### src/core/res_pwm_pkg.sv
// Constants, register map and bus carriers for the resonant PWM edge timer.
// Assumes a 200 MHz core clock and an AXI4-Lite master with 32-bit data.
package res_pwm_pkg;

    // Bus geometry
    localparam int ADDR_W = 12;
    localparam int DATA_W = 32;
    localparam int REG_W = 8;
    localparam int IDX_W = ADDR_W - 2;
    localparam int WORD_SHIFT = 2;

    // Register indices; byte address is four times the index
    localparam logic [IDX_W-1:0] IDX_SWITCH_FREQ = 10'h040;
    localparam logic [IDX_W-1:0] IDX_MAX_CYCLE_HIGH = 10'h042;
    localparam logic [IDX_W-1:0] IDX_FIRST_FALL = 10'h043;
    localparam logic [IDX_W-1:0] IDX_MAX_CYCLE_LOW = 10'h044;
    localparam logic [IDX_W-1:0] IDX_SECOND_RISE = 10'h045;
    localparam logic [IDX_W-1:0] IDX_STATUS = 10'h050;

    // Field layout
    localparam int FREQ_SEL_W = 6;
    localparam logic [FREQ_SEL_W-1:0] FREQ_RESONANT = 6'h3f;
    localparam int LIMIT_W = 12;
    localparam int LIMIT_LOW_MSB = 7;
    localparam int LIMIT_LOW_LSB = 4;
    localparam int STAT_ACTIVE_BIT = 16;
    localparam int EDGE_W = LIMIT_W + 2;

    // Reset values
    localparam logic [REG_W-1:0] RST_REG = 8'h00;

    // Response codes
    localparam logic [1:0] RESP_OKAY = 2'h0;
    localparam logic [1:0] RESP_SLVERR = 2'h2;

    // Timing: one field step is 5 ns, the clock period is 5 ns
    localparam int STEP_NS = 5;
    localparam int CLK_PERIOD_NS = 5;
    localparam int STEP_CYC = (STEP_NS + CLK_PERIOD_NS - 1) / CLK_PERIOD_NS;
    localparam int PRE_W = 4;

    // Bus request from the master
    typedef struct packed {
        logic [ADDR_W-1:0] awaddr;
        logic awvalid;
        logic [DATA_W-1:0] wdata;
        logic [DATA_W/8-1:0] wstrb;
        logic wvalid;
        logic bready;
        logic [ADDR_W-1:0] araddr;
        logic arvalid;
        logic rready;
    } axil_req_t;

    // Bus response to the master
    typedef struct packed {
        logic awready;
        logic wready;
        logic [1:0] bresp;
        logic bvalid;
        logic arready;
        logic [DATA_W-1:0] rdata;
        logic [1:0] rresp;
        logic rvalid;
    } axil_rsp_t;

    // Edge settings as used by the running cycle
    typedef struct packed {
        logic resonant;
        logic [LIMIT_W-1:0] limit;
        logic [REG_W-1:0] fall_off;
        logic [REG_W-1:0] rise_dly;
    } edge_cfg_t;

endpackage

### src/core/res_pwm_edge.sv
// Resonant-mode PWM edge timer with an AXI4-Lite register slave.
// Assumes one 200 MHz clock, a synchronous reset and a well-behaved bus master.
// Writable register fields are eight bits wide, in the low byte of each bus word.
`timescale 1ns/1ps

module res_pwm_edge
    import res_pwm_pkg::*;
(
    // Clock and reset
    input wire logic clk_i,
    input wire logic srst_i,
    // Register bus
    input wire axil_req_t axil_req_i,
    output axil_rsp_t axil_rsp_o,
    // Power stage drives
    output logic first_pwm_output_o,
    output logic second_pwm_output_o
);

    // Software-visible registers
    logic [REG_W-1:0] switch_freq, next_switch_freq; // Mode select plus reserved bits
    logic [REG_W-1:0] max_cycle_high, next_max_cycle_high; // Limit bits 11:4
    logic [REG_W-1:0] first_output_fall_offset, next_first_output_fall_offset;
    logic [REG_W-1:0] max_cycle_limit_low, next_max_cycle_limit_low;
    logic [REG_W-1:0] second_output_rise_delay, next_second_output_rise_delay;

    // Write channel state
    logic aw_held, next_aw_held; // Write address taken, waiting for data
    logic w_held, next_w_held; // Write data taken, waiting for address
    logic [IDX_W-1:0] wr_idx, next_wr_idx;
    logic [REG_W-1:0] wr_byte, next_wr_byte;
    logic wr_lane, next_wr_lane; // Low byte lane enabled
    logic awready, next_awready;
    logic wready, next_wready;
    logic bvalid, next_bvalid;
    logic [1:0] bresp, next_bresp;

    // Read channel state
    logic arready, next_arready;
    logic rvalid, next_rvalid;
    logic [DATA_W-1:0] rdata, next_rdata;
    logic [1:0] rresp, next_rresp;

    // Cycle timer state
    // The running cycle keeps its own copy of the settings
    edge_cfg_t live, next_live; // Settings owned by the running cycle
    logic [PRE_W-1:0] pre, next_pre; // Step prescaler
    logic [LIMIT_W-1:0] cycle_pos, next_cycle_pos; // Position in 5 ns steps
    logic out_a, next_out_a;
    logic out_b, next_out_b;

    // Combinational helpers
    logic do_write; // Both halves of a write are present
    logic wr_ok; // Write address is mapped and not status
    logic step; // One 5 ns step elapsed
    logic cycle_end; // Last step of the cycle
    logic [LIMIT_W-1:0] last_pos; // Final position of the cycle
    logic [EDGE_W-1:0] midpoint; // Cycle midpoint, unsigned
    logic signed [EDGE_W-1:0] fall_point; // First output fall position
    edge_cfg_t staged; // Settings as software last wrote them

    // Address decode helper for mapped indices
    // Status is mapped for reads only; writes to it are refused
    function automatic logic idx_mapped(input logic [IDX_W-1:0] idx);
        idx_mapped = (idx == IDX_SWITCH_FREQ) || (idx == IDX_MAX_CYCLE_HIGH) ||
            (idx == IDX_FIRST_FALL) || (idx == IDX_MAX_CYCLE_LOW) ||
            (idx == IDX_SECOND_RISE) || (idx == IDX_STATUS);
    endfunction

    // Gather software values into the staged settings
    always_comb begin
        // Mode compare ignores the two plain bits above the select
        staged.resonant = (switch_freq[FREQ_SEL_W-1:0] == FREQ_RESONANT);
        // Eight upper bits joined with the four low bits
        staged.limit = {max_cycle_high, max_cycle_limit_low[LIMIT_LOW_MSB:LIMIT_LOW_LSB]};
        // Offsets pass through untouched; their meaning is applied below
        staged.fall_off = first_output_fall_offset;
        staged.rise_dly = second_output_rise_delay;
    end

    // Write path: address and data taken in either order
    // A new half is refused while bvalid is up, which keeps one write in
    // flight without a separate counter
    // Lane 0 of wstrb gates the register update; other lanes carry no field bits
    always_comb begin
        // Hold everything unless a handshake says otherwise
        next_aw_held = aw_held;
        next_w_held = w_held;
        next_wr_idx = wr_idx;
        next_wr_byte = wr_byte;
        next_wr_lane = wr_lane;
        next_bvalid = bvalid;
        next_bresp = bresp;
        next_switch_freq = switch_freq;
        next_max_cycle_high = max_cycle_high;
        next_first_output_fall_offset = first_output_fall_offset;
        next_max_cycle_limit_low = max_cycle_limit_low;
        next_second_output_rise_delay = second_output_rise_delay;
        // Capture the address half
        if (axil_req_i.awvalid && awready) begin
            next_aw_held = 1'b1;
            next_wr_idx = axil_req_i.awaddr[ADDR_W-1:WORD_SHIFT];
        end
        // Capture the data half; only the low byte carries fields
        if (axil_req_i.wvalid && wready) begin
            next_w_held = 1'b1;
            next_wr_byte = axil_req_i.wdata[REG_W-1:0];
            next_wr_lane = axil_req_i.wstrb[0];
        end
        // Retire the response
        if (bvalid && axil_req_i.bready) begin
            next_bvalid = 1'b0;
        end
        // Commit once both halves are held and no answer is pending
        if (do_write) begin
            next_aw_held = 1'b0;
            next_w_held = 1'b0;
            next_bvalid = 1'b1;
            next_bresp = wr_ok ? RESP_OKAY : RESP_SLVERR;
            if (wr_lane) begin
                // Reserved bits are stored as written so software reads them back
                case (wr_idx)
                    IDX_SWITCH_FREQ: next_switch_freq = wr_byte;
                    IDX_MAX_CYCLE_HIGH: next_max_cycle_high = wr_byte;
                    IDX_FIRST_FALL: next_first_output_fall_offset = wr_byte;
                    IDX_MAX_CYCLE_LOW: next_max_cycle_limit_low = wr_byte;
                    IDX_SECOND_RISE: next_second_output_rise_delay = wr_byte;
                    default: ; // Status and unmapped ignore writes
                endcase
            end
        end
        // Ready only while the half is still free and nothing waits
        next_awready = ~next_aw_held & ~next_bvalid;
        next_wready = ~next_w_held & ~next_bvalid;
    end

    // Write decode terms
    // Commit waits for a free response slot so bresp is never overwritten
    always_comb begin
        do_write = aw_held && w_held && !bvalid;
        wr_ok = idx_mapped(wr_idx) && (wr_idx != IDX_STATUS);
    end

    // Read path: one read in flight, answered the cycle after it is taken
    always_comb begin
        logic [IDX_W-1:0] rd_idx;
        // Decoded straight off the bus; only used on the taking edge
        rd_idx = axil_req_i.araddr[ADDR_W-1:WORD_SHIFT];
        next_rvalid = rvalid;
        next_rdata = rdata;
        next_rresp = rresp;
        if (rvalid && axil_req_i.rready) begin
            next_rvalid = 1'b0;
        end
        if (axil_req_i.arvalid && arready) begin
            next_rvalid = 1'b1;
            next_rresp = idx_mapped(rd_idx) ? RESP_OKAY : RESP_SLVERR;
            next_rdata = '0; // Upper bits and unmapped words read zero
            case (rd_idx)
                IDX_SWITCH_FREQ: next_rdata[REG_W-1:0] = switch_freq;
                IDX_MAX_CYCLE_HIGH: next_rdata[REG_W-1:0] = max_cycle_high;
                IDX_FIRST_FALL: next_rdata[REG_W-1:0] = first_output_fall_offset;
                IDX_MAX_CYCLE_LOW: next_rdata[REG_W-1:0] = max_cycle_limit_low;
                IDX_SECOND_RISE: next_rdata[REG_W-1:0] = second_output_rise_delay;
                IDX_STATUS: begin
                    // Live cycle position and mode, for software to watch
                    // These show the running cycle, not the staged settings
                    next_rdata[LIMIT_W-1:0] = cycle_pos;
                    next_rdata[STAT_ACTIVE_BIT] = live.resonant;
                end
                default: ;
            endcase
        end
        // Ready follows rvalid so a second read cannot slip in
        next_arready = ~next_rvalid;
    end

    // Cycle geometry from the settings in force
    always_comb begin
        // A zero limit would never end a cycle, so it behaves as one step
        last_pos = (live.limit == '0) ? '0 : live.limit - 1'b1;
        step = (pre == '0);
        cycle_end = step && (cycle_pos >= last_pos);
        // Midpoint rounds down for odd limits
        midpoint = EDGE_W'(live.limit >> 1);
        // Two spare bits keep the signed sum clear of overflow at both ends
        // Sign extension makes codes above 0x7F lead the midpoint
        fall_point = $signed(midpoint) +
            $signed({{(EDGE_W-REG_W){live.fall_off[REG_W-1]}}, live.fall_off});
    end

    // Cycle timer and output shaping
    always_comb begin
        next_live = live;
        // Prescaler stays at zero while a step equals one clock; it is kept
        // so a faster core clock only changes the package
        next_pre = (pre >= PRE_W'(STEP_CYC - 1)) ? '0 : pre + 1'b1;
        next_cycle_pos = cycle_pos;
        // Position advances once per step
        if (step) begin
            next_cycle_pos = cycle_pos + 1'b1;
        end
        if (cycle_end) begin
            // Settings and mode change only here, never mid-pulse
            next_cycle_pos = '0;
            next_live = staged;
        end
        if (!live.resonant) begin
            // Outside resonant mode the edges are not driven
            next_out_a = 1'b0;
            next_out_b = 1'b0;
        end else begin
            // First output high from cycle start until its fall point
            // A fall point at or below zero holds it low all cycle,
            // one at or past the limit holds it high all cycle
            next_out_a = $signed({2'b00, cycle_pos}) < fall_point;
            // Second output rises after its delay, ends with the cycle
            // A delay at or past the limit keeps it low all cycle
            next_out_b = cycle_pos >= LIMIT_W'(live.rise_dly);
        end
    end

    // Register every next value
    always_ff @(posedge clk_i) begin
        // Synchronous reset clears every setting, so the mode starts off
        // and both drives start low
        if (srst_i) begin
            switch_freq <= RST_REG;
            max_cycle_high <= RST_REG;
            first_output_fall_offset <= RST_REG;
            max_cycle_limit_low <= RST_REG;
            second_output_rise_delay <= RST_REG;
            aw_held <= 1'b0;
            w_held <= 1'b0;
            wr_idx <= '0;
            wr_byte <= '0;
            wr_lane <= 1'b0;
            awready <= 1'b0;
            wready <= 1'b0;
            bvalid <= 1'b0;
            bresp <= RESP_OKAY;
            arready <= 1'b0;
            rvalid <= 1'b0;
            rdata <= '0;
            rresp <= RESP_OKAY;
            live <= '0;
            pre <= '0;
            cycle_pos <= '0;
            out_a <= 1'b0;
            out_b <= 1'b0;
        end else begin
            // Normal running: every register takes its next value each clock
            switch_freq <= next_switch_freq;
            max_cycle_high <= next_max_cycle_high;
            first_output_fall_offset <= next_first_output_fall_offset;
            max_cycle_limit_low <= next_max_cycle_limit_low;
            second_output_rise_delay <= next_second_output_rise_delay;
            aw_held <= next_aw_held;
            w_held <= next_w_held;
            wr_idx <= next_wr_idx;
            wr_byte <= next_wr_byte;
            wr_lane <= next_wr_lane;
            awready <= next_awready;
            wready <= next_wready;
            bvalid <= next_bvalid;
            bresp <= next_bresp;
            arready <= next_arready;
            rvalid <= next_rvalid;
            rdata <= next_rdata;
            rresp <= next_rresp;
            live <= next_live;
            pre <= next_pre;
            cycle_pos <= next_cycle_pos;
            out_a <= next_out_a;
            out_b <= next_out_b;
        end
    end

    // Outputs straight from flip-flops
    // Bus answers and drives are copies of flops, no logic in between
    always_comb begin
        axil_rsp_o.awready = awready;
        axil_rsp_o.wready = wready;
        axil_rsp_o.bresp = bresp;
        axil_rsp_o.bvalid = bvalid;
        axil_rsp_o.arready = arready;
        axil_rsp_o.rdata = rdata;
        axil_rsp_o.rresp = rresp;
        axil_rsp_o.rvalid = rvalid;
        first_pwm_output_o = out_a;
        second_pwm_output_o = out_b;
    end

endmodule

### config.mk
export PLATFORM = sky130hd
export DESIGN_NAME = res_pwm_edge
export DESIGN_NICKNAME = d
export VERILOG_FILES = /design/src/core/res_pwm_pkg.sv /design/src/core/res_pwm_edge.sv
export SDC_FILE = /design/constraint.sdc
export NUM_CORES = 1
export LEC_CHECK = 0
export BUFFER_PORTS_ARGS = -buffer_cell sky130_fd_sc_hd__buf_2
export CORE_MARGIN = 10
export CORE_UTILIZATION = 52
export DETAILED_ROUTE_END_ITERATION = 12
export GPL_TIMING_DRIVEN = 0
export PLACE_DENSITY_LB_ADDON = 0.1
export SLEW_MARGIN = 5
export SYNTH_ARGS = -nofsm -noshare
export SYNTH_HDL_FRONTEND = slang
export SYNTH_SLANG_ARGS = --single-unit
### constraint.sdc
create_clock -name clk_i -period 3.1 [get_ports clk_i]
set_clock_uncertainty 0.05 [all_clocks]
set_input_delay 0.31 -clock clk_i [delete_from_list [all_inputs] [get_ports clk_i]]
set_output_delay 0.31 -clock clk_i [all_outputs]
set_load 0.02 [all_outputs]
==> impl_results.rst <==
.. list-table::
   :header-rows: 1

   * - Metric
     - Value
   * - Top library cells by usage in the layout, fill and taps aside
     - sky130_fd_sc_hd__dfxtp_1, sky130_fd_sc_hd__nand2_1, sky130_fd_sc_hd__nor2_1
   * - Run status
     - finished with violations
   * - Flip-flop cell with the highest count after synthesis
     - sky130_fd_sc_hd__dfxtp_1
   * - Signal arrival time at the worst endpoint
     - 3.62 ns
   * - Sequence of cells on the critical path
     - or4_4 -> nor4_4 -> nand4_1 -> buf_6 -> nand2_4 -> ha_4 -> and2_4 -> a221oi_4 -> o21ai_2 -> a221oi_4 -> buf_12 -> clkbuf_16 -> mux2i_1
   * - Ratio of final minimum period to clock period
     - 107.3%
   * - Post-Synthesis Cell Area
     - 7022 sq um
   * - Delay-heaviest family, CP
     - simple AND/OR/NAND/NOR gates
   * - Number of top-level pins
     - 110
   * - Most frequent standard cell in the layout excluding fill and tap cells
     - sky130_fd_sc_hd__dfxtp_1
   * - CP max FO
     - 8
   * - Clock latency of the later-clocked register in the worst-skew pair
     - 0.43 ns
   * - Crit path buffers/inverters
     - 3
   * - Top cell type's share of synthesized area
     - 35.35%
   * - Number of vias per cell
     - 5.565
   * - Largest vdd supply drop
     - 0.5137 mV
   * - CTS Root Cell
     - sky130_fd_sc_hd__clkbuf_16
   * - Area Overhead vs Synth
     - 22.26%
   * - Number of remaining DRC errors
     - 0
   * - Horizontal die dimension
     - 136.2 um
   * - Die Y
     - 136.2 um
   * - GR Layer Usage met3
     - 5.018%
   * - Global placement routability congestion
     - 0.9016
   * - Most common cell on crit path
     - sky130_fd_sc_hd__a221oi_4
   * - Global-route met2 utilization
     - 35.64%
   * - Category of the critical setup timing path
     - reg -> reg
   * - GR peak layer
     - met2
   * - Slowest cell on the critical path
     - sky130_fd_sc_hd__or4_4
   * - Peak per-stage delay on the critical path
     - 0.56 ns
   * - Inserted Diodes
     - 0
   * - Leakage
     - 3.457 nW
   * - Die outline area
     - 18550 sq um
   * - Worst slack, placed
     - -0.4659 ns
   * - Final cell utilization of the core
     - 64.82%
   * - # nets final
     - 1028
   * - Final non-filler cell total
     - 1103
   * - Unrepaired setup endpoints after global routing
     - true
   * - Floorplan Core Area
     - 13240 sq um
   * - Ratio of cells with drive above 1 in the final layout
     - 20.82%
   * - Met1 Use GR
     - 24.61%
   * - WHS
     - 0.06811 ns
   * - Post-synthesis sequential area ratio
     - 35.35%
   * - Total via count after detailed routing
     - 6138
   * - Largest net degree at the start of global routing
     - 17
   * - Final setup viols
     - 41
   * - Headroom to the max-slew limit
     - 35.77%
   * - Initial cell density of the core
     - 53.02%
   * - Max-capacitance violation count
     - 0
   * - Clock edge transition at the registers on the reported setup and hold paths
     - 0.06 ns
   * - Synth area leaders
     - sky130_fd_sc_hd__dfxtp_1, sky130_fd_sc_hd__mux2i_1, sky130_fd_sc_hd__ha_1
   * - Final critical-path setup slack
     - -0.2273 ns
   * - Fin crit period
     - 3.327 ns
   * - Antenna violations before repair
     - 0
   * - Post-detailed-placement half-perimeter wirelength
     - 14560 um
   * - Clock tree from TritonCTS
     - yes
   * - Class of the tightest hold or removal check
     - in -> reg
   * - Number of nets with antenna violations after detailed routing
     - 0
   * - Critical Path Start Type
     - flip-flop
   * - Number of buffers added by the clock tree synthesis step
     - 17
   * - Maximum clock path buffer count
     - 2
   * - YS warnings
     - 0
   * - Total of flip-flops plus latches after synthesis
     - 124
   * - Max frequency
     - 300.5 MHz
   * - Global router's overall resource usage
     - 20.94%
   * - Total wire length
     - 19920 um
   * - Slew at the pin closest to its max-slew limit
     - 0.9634 ns
   * - Final routed wire length divided by cell count
     - 18.06 um
   * - Number of H-tree levels
     - 4
   * - Post-synthesis instance total
     - 804
   * - Final Hold Fails
     - 0
   * - Vias in the first global route
     - 5998
   * - Total gr overflow
     - 0
   * - Library cell occupying the most area in the post-synthesis netlist
     - sky130_fd_sc_hd__dfxtp_1
   * - Clock Sinks
     - 124
   * - PortBufs
     - 57
   * - Post-synth EDFFs
     - 0
   * - Cell Count Post-Placement
     - 1057
   * - Row Count
     - 42
   * - Violated checks
     - negative setup slack
   * - First-pass GRT wire length
     - 30680 um
   * - First-pass detailed-route iteration total
     - 5
   * - Power density of the placed cells
     - 439.8 nW/um^2
   * - Worst EP required
     - 3.40 ns
   * - Fill cells
     - 1137
   * - Synthesized area per cell
     - 8.734 sq um
   * - Netlist cell types
     - 64
   * - Pins over their slew limit
     - 0
   * - Endpoint kind of the worst setup timing path
     - flip-flop
   * - Async S/R FF share, synth
     - 0%
   * - Number of DRC markers after the initial detailed-route iteration
     - 365
## flip-flops by register name, indices dropped and copies added, names as in the netlist, 8 cells and up
name	cells
max_cycle_limit_low	8
first_output_fall_offset	8
rdata	13
second_output_rise_delay	8
cycle_pos	12
switch_freq	8
wr_byte	8
live	29
max_cycle_high	8
wr_idx	10
## power by group
group          switching, mW  total, mW  internal, mW  leakage, nW
clock network          0.761       1.89          1.12        0.270
logic                  0.148      0.244        0.0963         2.18
registers             0.0267       1.65          1.62         1.01
total                  0.935       3.78          2.84         3.46
## final timing paths
kind / slack (ns) / cells past startpoint / to / startpoint
min: 0.07 / 3 / wr_idx[8]$_SDFFE_PP0P_ / axil_req_i[63]
max reg2reg: -0.23 / 13 / live[21]$_SDFFE_PP0P_ / live[20]$_SDFFE_PP0P_
min reg2reg: 0.40 / 2 / rdata[16]$_SDFFE_PP0P_ / rdata[16]$_SDFFE_PP0P_
max: -0.23 / 13 / live[21]$_SDFFE_PP0P_ / live[20]$_SDFFE_PP0P_
## cell families after synthesis
group                      count (synthesis)  synth area share, %
AOI/OAI and AO/OA                        153                14.17
xor gates and xnor gates                  25                3.118
adders and majority gates                 47                8.482
buffers and inverters                     85                6.415
DFF                                      124                35.35
muxes                                     61                8.696
other                                      1              0.05341
and+or+nand+nor                          308                23.72
## layer usage
| layer | part of all wire (%) | wire length, um |
|---|---|---|
| met2 | 49 | 9802 |
| met1 | 43 | 8478 |
| met4 | 2.2 | 444 |
| met3 | 6.0 | 1191 |
| met5 | 0 | 0 |
## worst reg2reg max path: cells and delay by family (launching register included)
family          cells  cell delay, ns
simple gates        5            1.14
compound gates      3            0.74
buf+inv             3            0.55
flops               1            0.35
fa+ha+maj           1            0.21
mux                 1            0.20
## stage by stage
stage	power, mW	area, sq um	setup TNS (ns)
5_1_grt	3.892	8584	-10.83
2_1_floorplan	1.840	7106	0
4_1_cts	3.789	8424	-5.467
6_report	3.775	8584	-6.686
3_5_place_dp	1.923	7611	-17.50
3_3_place_gp	1.918	7611	-12.62
## cell type report
| class | count | area, sq um | share of cell area (%) |
|---|---|---|---|
| Timing Repair Buffer | 71 | 457.9 | 5.334 |
| Clock buffer | 19 | 442.9 | 5.160 |
| Tap cell | 176 | 220.2 | 2.565 |
| Multi-Input combinational cell | 615 | 4363 | 50.82 |
| Clock inverter | 13 | 116.4 | 1.355 |
| Inverter | 22 | 82.58 | 0.9620 |
| Sequential cell | 124 | 2495 | 29.06 |
| Buffer | 63 | 406.6 | 4.737 |
## Yosys cell counts (2+ instances only)
library cell / number
sky130_fd_sc_hd__clkbuf_1: 21
sky130_fd_sc_hd__nor2b_1: 5
sky130_fd_sc_hd__buf_2: 9
sky130_fd_sc_hd__a21oi_1: 55
sky130_fd_sc_hd__o211a_1: 2
sky130_fd_sc_hd__a31oi_1: 7
sky130_fd_sc_hd__a311oi_1: 7
sky130_fd_sc_hd__o21ai_1: 2
sky130_fd_sc_hd__nor3_1: 10
sky130_fd_sc_hd__buf_4: 26
sky130_fd_sc_hd__o21bai_1: 2
sky130_fd_sc_hd__xnor2_1: 9
sky130_fd_sc_hd__a221o_1: 2
sky130_fd_sc_hd__o31a_1: 5
sky130_fd_sc_hd__o21a_1: 5
sky130_fd_sc_hd__nor4_1: 6
sky130_fd_sc_hd__nand2_1: 84
sky130_fd_sc_hd__ha_1: 46
sky130_fd_sc_hd__or2_1: 3
sky130_fd_sc_hd__and2_1: 7
sky130_fd_sc_hd__nor3b_1: 2
sky130_fd_sc_hd__nor4_4: 2
sky130_fd_sc_hd__nand2b_1: 64
sky130_fd_sc_hd__o21ai_0: 29
sky130_fd_sc_hd__nand3_1: 13
sky130_fd_sc_hd__a21o_1: 7
sky130_fd_sc_hd__xor2_1: 16
sky130_fd_sc_hd__a22o_1: 7
sky130_fd_sc_hd__a221oi_1: 4
sky130_fd_sc_hd__a22oi_1: 3
sky130_fd_sc_hd__nand4_1: 11
sky130_fd_sc_hd__a211o_1: 2
sky130_fd_sc_hd__dfxtp_1: 124
sky130_fd_sc_hd__nor3b_2: 11
sky130_fd_sc_hd__or3_1: 4
sky130_fd_sc_hd__a211oi_1: 3
sky130_fd_sc_hd__and4_1: 2
sky130_fd_sc_hd__buf_1: 4
sky130_fd_sc_hd__mux2i_1: 61
sky130_fd_sc_hd__and3b_1: 3
sky130_fd_sc_hd__inv_1: 22
sky130_fd_sc_hd__nor2_1: 72
sky130_fd_sc_hd__and4b_1: 2
sky130_fd_sc_hd__buf_6: 3
## timing repair
item,in CTS,in global routing
setup buffers,7,3
cloned,2,2
hold buffers,0,0
setup endpoints to repair,42,42
pin swaps,10,14
resized for setup,35,21
No activity file was read; power rests on OpenSTA's default activity.
